===== config.mk =====
export PLATFORM = sky130hd
export DESIGN_NAME = port_pin_override_mux
export DESIGN_NICKNAME = d
export VERILOG_FILES = /design/src/logic/pin_mux_pkg.sv /design/src/logic/ext_mem_ovr.sv /design/src/logic/port_pin_override_mux.sv
export SDC_FILE = /design/constraint.sdc
export NUM_CORES = 1
export LEC_CHECK = 0
export ABC_AREA = 1
export BUFFER_PORTS_ARGS = -buffer_cell sky130_fd_sc_hd__buf_4
export CELL_PAD_IN_SITES_DETAIL_PLACEMENT = 0
export CELL_PAD_IN_SITES_GLOBAL_PLACEMENT = 1
export CORE_MARGIN = 3
export CORE_UTILIZATION = 31
export DETAILED_ROUTE_END_ITERATION = 6
export GPL_TIMING_DRIVEN = 0
export PLACE_DENSITY_LB_ADDON = 0.05
export SKIP_LAST_GASP = 1
export SYNTH_ARGS = -nofsm -noshare
export SYNTH_HDL_FRONTEND = slang
export SYNTH_SLANG_ARGS = --single-unit

===== constraint.sdc =====
create_clock -name clk -period 1.1 [get_ports clk]
set_input_delay 0 -clock clk [delete_from_list [all_inputs] [get_ports clk]]
set_output_delay 0 -clock clk [all_outputs]
set_load 0.05 [all_outputs]

===== src/logic/pin_mux_pkg.sv =====
// Package with constants and carrier types for the port override multiplexer.
package pin_mux_pkg;
	localparam int          PORT_WIDTH    = 8;
	localparam logic [7:0]  DIR_RESET     = 8'h00;
	localparam logic [7:0]  OUT_RESET     = 8'h00;
	localparam logic [7:0]  IN_RESET      = 8'h00;
	localparam logic [7:0]  OVR_RESET     = 8'h00;
	localparam logic [2:0]  PULLUP_PATTERN = 3'h2;

	typedef struct packed {
		logic [7:0] pullup_ovr_en;
		logic [7:0] pullup_ovr_val;
		logic [7:0] dir_ovr_en;
		logic [7:0] dir_ovr_val;
		logic [7:0] outval_ovr_en;
		logic [7:0] outval_ovr_val;
		logic [7:0] toggle_ovr_en;
		logic [7:0] inen_ovr_en;
		logic [7:0] inen_ovr_val;
	} ovr_t;

	typedef struct packed {
		logic [7:0] drive_en;
		logic [7:0] drive_val;
		logic [7:0] pullup_en;
		logic [7:0] input_en;
	} pad_ctrl_t;

	typedef enum logic [2:0] {
		MEM_IDLE  = 3'b001,
		MEM_ADDR  = 3'b010,
		MEM_WRITE = 3'b100
	} mem_phase_t;
endpackage


===== src/logic/ext_mem_ovr.sv =====
// Override generator of the external memory interface for the address/data port.
`timescale 1ns/1ps
module ext_mem_ovr (
	input  wire logic                ext_mem_enable,
	input  wire logic                addr_phase_active,
	input  wire logic                write_phase,
	input  wire logic [7:0]          addr_low,
	input  wire logic [7:0]          write_data,
	input  wire logic [7:0]          out_reg_bit,
	input  wire logic                global_pullup_disable,
	output pin_mux_pkg::ovr_t        ovr
);
	import pin_mux_pkg::*;
	logic drive;
	assign drive = write_phase | addr_phase_active;
	always_comb begin
		ovr                = '0;
		ovr.pullup_ovr_en  = {8{ext_mem_enable}};
		ovr.dir_ovr_en     = {8{ext_mem_enable}};
		ovr.outval_ovr_en  = {8{ext_mem_enable}};
		ovr.dir_ovr_val    = {8{drive}};
		ovr.pullup_ovr_val = {8{~drive & ~global_pullup_disable}} & out_reg_bit;
		ovr.outval_ovr_val = ({8{addr_phase_active}} & addr_low)
			| ({8{write_phase}} & write_data);
	end
endmodule


===== src/logic/port_pin_override_mux.sv =====
// Port pin logic with alternate-function overrides and memory-bus mapping.
`timescale 1ns/1ps
module port_pin_override_mux (
	input  wire logic                clk,
	input  wire logic                rst_n,
	input  wire logic [7:0]          dir_wdata,
	input  wire logic                dir_we,
	input  wire logic [7:0]          out_wdata,
	input  wire logic                out_we,
	input  wire logic [7:0]          in_wdata,
	input  wire logic                in_we,
	input  wire logic                global_pullup_disable,
	input  wire logic                sleep,
	input  wire pin_mux_pkg::ovr_t   periph_ovr,
	input  wire logic                ext_mem_enable,
	input  wire logic                addr_phase_active,
	input  wire logic                write_phase,
	input  wire logic [7:0]          addr_low,
	input  wire logic [7:0]          write_data,
	input  wire logic [7:0]          pad_in,
	output logic [7:0]               pad_out,
	output logic [7:0]               pad_oe,
	output logic [7:0]               pad_pullup,
	output logic [7:0]               raw_pin_input,
	output logic [7:0]               mem_read_data,
	output logic [7:0]               dir_bit,
	output logic [7:0]               out_reg_bit,
	output logic [7:0]               in_reg_bit
);
	import pin_mux_pkg::*;

	typedef struct packed {
		logic [7:0] dir;
		logic [7:0] outr;
		logic [7:0] sync1;
		logic [7:0] inr;
		logic [7:0] raw;
		pad_ctrl_t  pad;
	} state_t;

	state_t     q;
	state_t     next_q;
	ovr_t       mem_ovr;
	ovr_t       ovr;
	logic [7:0] gated_in;

	////////////////////////////////////////////////////////////////////////////
	// The memory interface owns the overrides while enabled.
	ext_mem_ovr u_mem (
		.ext_mem_enable        (ext_mem_enable),
		.addr_phase_active     (addr_phase_active),
		.write_phase           (write_phase),
		.addr_low              (addr_low),
		.write_data            (write_data),
		.out_reg_bit           (q.outr),
		.global_pullup_disable (global_pullup_disable),
		.ovr                   (mem_ovr)
	);

	assign ovr = ext_mem_enable ? mem_ovr : periph_ovr;

	////////////////////////////////////////////////////////////////////////////
	// Per-pin next-state logic.
	always_comb begin
		next_q = q;
		if (dir_we) begin
			next_q.dir = dir_wdata;
		end
		if (out_we) begin
			next_q.outr = out_wdata;
		end
		next_q.outr = next_q.outr ^ ({8{in_we}} & in_wdata) ^ ovr.toggle_ovr_en;
		next_q.sync1 = gated_in;
		next_q.inr   = q.sync1;
		next_q.raw   = gated_in;
		for (int i = 0; i < PORT_WIDTH; i++) begin
			next_q.pad.drive_en[i] = ovr.dir_ovr_en[i] ? ovr.dir_ovr_val[i]
				: next_q.dir[i];
			next_q.pad.drive_val[i] = ovr.outval_ovr_en[i] ? ovr.outval_ovr_val[i]
				: next_q.outr[i];
			next_q.pad.pullup_en[i] = ovr.pullup_ovr_en[i] ? ovr.pullup_ovr_val[i]
				: ({next_q.dir[i], next_q.outr[i], global_pullup_disable}
				== PULLUP_PATTERN);
			next_q.pad.input_en[i] = ovr.inen_ovr_en[i] ? ovr.inen_ovr_val[i]
				: ~sleep;
		end
	end

	// Clamp disabled inputs low at the schmitt-trigger stage.
	assign gated_in = pad_in & q.pad.input_en;

	always_ff @(posedge clk or negedge rst_n) begin
		if (!rst_n) begin
			q.dir   <= DIR_RESET;
			q.outr  <= OUT_RESET;
			q.sync1 <= IN_RESET;
			q.inr   <= IN_RESET;
			q.raw   <= IN_RESET;
			q.pad   <= {OVR_RESET, OVR_RESET, OVR_RESET, 8'hff};
		end else begin
			q <= next_q;
		end
	end

	////////////////////////////////////////////////////////////////////////////
	// Outputs; the analog path is the pad wire itself outside this block.
	assign pad_out       = q.pad.drive_val;
	assign pad_oe        = q.pad.drive_en;
	assign pad_pullup    = q.pad.pullup_en;
	assign raw_pin_input = q.raw;
	assign mem_read_data = q.raw;
	assign dir_bit       = q.dir;
	assign out_reg_bit   = q.outr;
	assign in_reg_bit    = q.inr;
endmodule


* Yosys cells after proc, flatten, opt, wreduce, memory -nomap -nowiden *
Cells that the tools add are included.

storage, ports and cells
  flip-flop bits (word level) = 64
  input port bits = 130
  word-level logic and storage cells = 64

cells by class
  equal/unequal tests = 8
  muxes and demuxes = 35
  bitwise logic cells = 13

operators with widths
  kind                  count
  $mux W72              1
  $and A8 B8 Y8         5
  $mux W1               32
  $eq A3 B2 Y1 const B  8
  $mux W8               2
  $xor A8 B8 Y8         2
  $or A8 B8 Y8          1
  $not A1 Y1            3
  $and A1 B1 Y1         1
  $or A1 B1 Y1          1

* Logic depth before layout (Yosys ltp) *
  depth in word-level cells = 8
  mapped depth = 10
  depth with buffers taken out = 8

* Cells and area by module *
From an unflattened synthesis, not the netlist that was laid out.

second synthesis, totals
  cells, all modules = 661
  area total of the unflattened synthesis = 4,653.2 um2

modules (own cells, without submodules)
  module                 times used  cells each  area an instance (um2)  seq. area each (um2)
  port_pin_override_mux  1           558         4,027.6                 1,611.5
  ext_mem_ovr            1           103         625.6                   0.0

* Least setup slack after synthesis *
Ideal clock, no wire load.

  path kind = register to register
  start point = register q, in the netlist out_reg_bit[7]
  end point = register q, in the netlist pad_out[7]
  data arrival time = 711 ps
  required time = 980 ps
  slack = 268 ps
  stages on the path, launching flop included = 7
  path buffers = 0
  clock period less this slack = 832 ps
  cell sequence = dfrtp_1 nand2_1 nand2_1 nand3_1 nand2_1 nand2_1 nand2_1

RTL lines
  what                    line                          source
  start, declared         port_pin_override_mux.sv:41   state_t q;
  start signal, assigned  port_pin_override_mux.sv:101  q <= next_q;

==> impl_metrics.ini <==
[clock_network]
cts_max_path_buffers = 2
clock_latency_ns = 0.32
cts.sinks = 64
clk_pin_slew_worst_paths_ns = 0.06
cts-root-buf = clkbuf_16
cts_tree = built
cts_max_level = 3
cts_made_buffers = 9

[final_layout]
final_util_pct = 54.5
drive_gt1_share_pct = 40.4
final_area_mm2 = 0.00628
nets = 892
antenna_cells = 0
fillers = 1118
area_delta_synth_final_pct = 69.9

[status]
status = finished, final reports clean

[logic_synthesis]
synth-seq-cells = 64
synth_cells = 495
ys_types = 20
synth_top_area_cell = dfrtp_1
synth_top_area_share_pct = 37.9
synth.net_count = 625
synthFlopType = dfrtp_1
synth.most_common_cell = nand2_1
syn_area_mm2 = 0.00369
ys_seq_area_share_pct = 43.6
yosysWarningCount = 0
syn_area_per_cell_um2 = 7.46
synthArstFlopShare_pct = 100
synthTopCellsByCount = nand2_1 (192), buf_4 (67), dfrtp_1 (56)
synth_area_leaders = dfrtp_1 (38%), nand2_1 (20%), buf_4 (14%)
synth_edf_count = 0

[global_routing]
grt_max_degree = 65
grt_pass1_wl_um = 17800
grt_overflow = 0
grt_pass1_vias = 3562
grt_use_total_pct = 17.4
antenna_found_initial = 0

[sta]
finalSetupViolations = 0
fin_crit_sh_pct = 96.0
fmax_ghz = 0.947
skew_ns = 0.00617
rsz0062_at_grt = yes
finalHoldViolCount = 0
final.setup.tns_ns = 0
fin_crit_ns = 1.06
relSlewSlack_pct = 45.0
slew_violations = 0
tightestPinTransition_ns = 0.824

[worst_setup_path]
ff2ff_path_depth = 6
worst_setup_path_start_kind = primary input
worstPathCellList = dlygate4sd3_1, buf_4, buf_6, o21ai_2, nor3_2, nand2_1, nand2_1
slowest_stage = dlygate4sd3_1
cp-end-kind = flip-flop
required_ns = 1.32
crit_fanout = 10
critical-path-max-stage-delay_ns = 0.54
cpMostUsedCell = nand2_1
cp.arrival_ns = 1.28
path_class = primary input to flip-flop

[floorplanning]
ios = 194
die_w_um = 115
dieArea_mm2 = 0.0133
rows = 39
coreArea_mm2 = 0.0115
start_util_pct = 32.1
fp.dieH_um = 115

[pwr]
vdd_drop_max_mv = 0.516
design_power_total_mw = 8.26
powerDensity_mw_per_mm2 = 1320
p_leak_nw = 3.54

[routing]
ant_nets = 0
wire_per_inst_um = 12.8
drt-total-wl_um = 11600
drc = 0
drtIter0Drc = 150
routed-via-count = 3770
first_pass_iters = 4
via_per_inst = 4.14

[place]
place_area_mm2 = 0.00528
numPortBuffers = 187
place_congestion = 0.764
dp_hpwl_um = 8670

[job]
maxCapViolations = 0

[hold_path]
hold_class = primary input to flip-flop
worstHoldPathCells = 5
-- registers in the layout (all words and copies together) (netlist names) --
| register | flops |
|---|---|
| mem_read_data | 8 |
| dir_bit | 8 |
| in_reg_bit | 8 |
| pad_oe | 8 |
| out_reg_bit | 8 |
| q | 8 |
| pad_out | 8 |
| pad_pullup | 8 |
-- layout make-up --
cell class / count / area (um^2) / area share (%)
repair buffers: 256 / 2090 / 33.3
inverters: 55 / 209 / 3.33
clock buffers: 10 / 229 / 3.65
well taps: 143 / 179 / 2.85
clock inverters: 6 / 68.8 / 1.10
plain buffers: 80 / 588 / 9.37
multi-input cells: 296 / 1300 / 20.7
flip-flops and latches: 64 / 1610 / 25.7
-- stage by stage --
| step | hold WS (ns) | cells | setup WS [ns] |
|---|---|---|---|
| after global routing | 0.0333 | 910 | -0.00285 |
| after global placement | 0.159 | 825 | 0.0547 |
| after detailed placement | 0.162 | 825 | 0.0447 |
| after CTS | 0.000180 | 905 | 0.0316 |
| after floorplan | -0.296 | 495 | 0.268 |
| final | 0.00797 | 910 | 0.0436 |
-- cell usage in the layout, fill, tap and decap left out --
cell	instances
nor3_4	1
or2_1	1
inv_6	1
clkbuf_1	4
buf_6	4
nor3_2	8
dfstp_2	8
inv_2	2
nand2_2	2
clkinvlp_4	1
inv_4	1
o21ai_0	10
dlygate4sd3_1	67
nand2_1	190
bufinv_16	1
clkinv_4	2
o21ai_2	8
dfrtp_1	56
buf_4	256
a21oi_1	12
buf_1	1
nand3_1	32
nor2_1	22
inv_1	52
o21ai_1	10
clkbuf_16	9
buf_2	5
clkinv_2	1
-- per-layer routing --
layer	up-vias	track usage, %	routed length, um
li1	1986	-	-
met1	1635	23.1	5130
met2	134	28.6	5650
met3	15	3.05	675
met4	0	5.79	195
met5	-	0	0
-- what timing repair did --
action,in CTS,in global routing
resized for setup,0,7
hold endpoints to repair,101,3
setup buffers,0,2
hold buffers,64,3
endpoints found under the setup margin,0,11
-- power by group --
group | total (mW) | internal, mW | switching (mW)
clock network | 2.83 | 1.77 | 1.07
logic | 2.74 | 1.19 | 1.55
registers | 2.69 | 2.59 | 0.100
total | 8.26 | 5.54 | 2.72
-- worst paths after layout --
check                      slack [ns]             to              from
max                              0.04  pad_pullup[1]            dir_we
min                             0.008     pad_out[4]    periph_ovr[28]
max reg2reg                      0.07  pad_pullup[1]    out_reg_bit[1]
min reg2reg                      0.40  in_reg_bit[3]  mem_read_data[3]
max in group asynchronous        0.24      pad_oe[7]             rst_n
min in group asynchronous        0.32  in_reg_bit[1]             rst_n
-- critical path, delay by kind of cell --
kind | cells | cell delay (ns)
buf+inv | 3 | 0.87
compound gates | 1 | 0.22
simple gates | 3 | 0.18
-- cells by family (layout without fill, tap and decap cells) --
| kind of cell | after synthesis | in the layout | synth area share (%) |
|---|---|---|---|
| simple gates | 256 | 256 | 28.9 |
| flops | 64 | 64 | 43.6 |
| compound gates | 40 | 40 | 5.93 |
| buf+inv | 135 | 407 | 21.6 |
No activity file was read; power rests on OpenSTA's default activity.
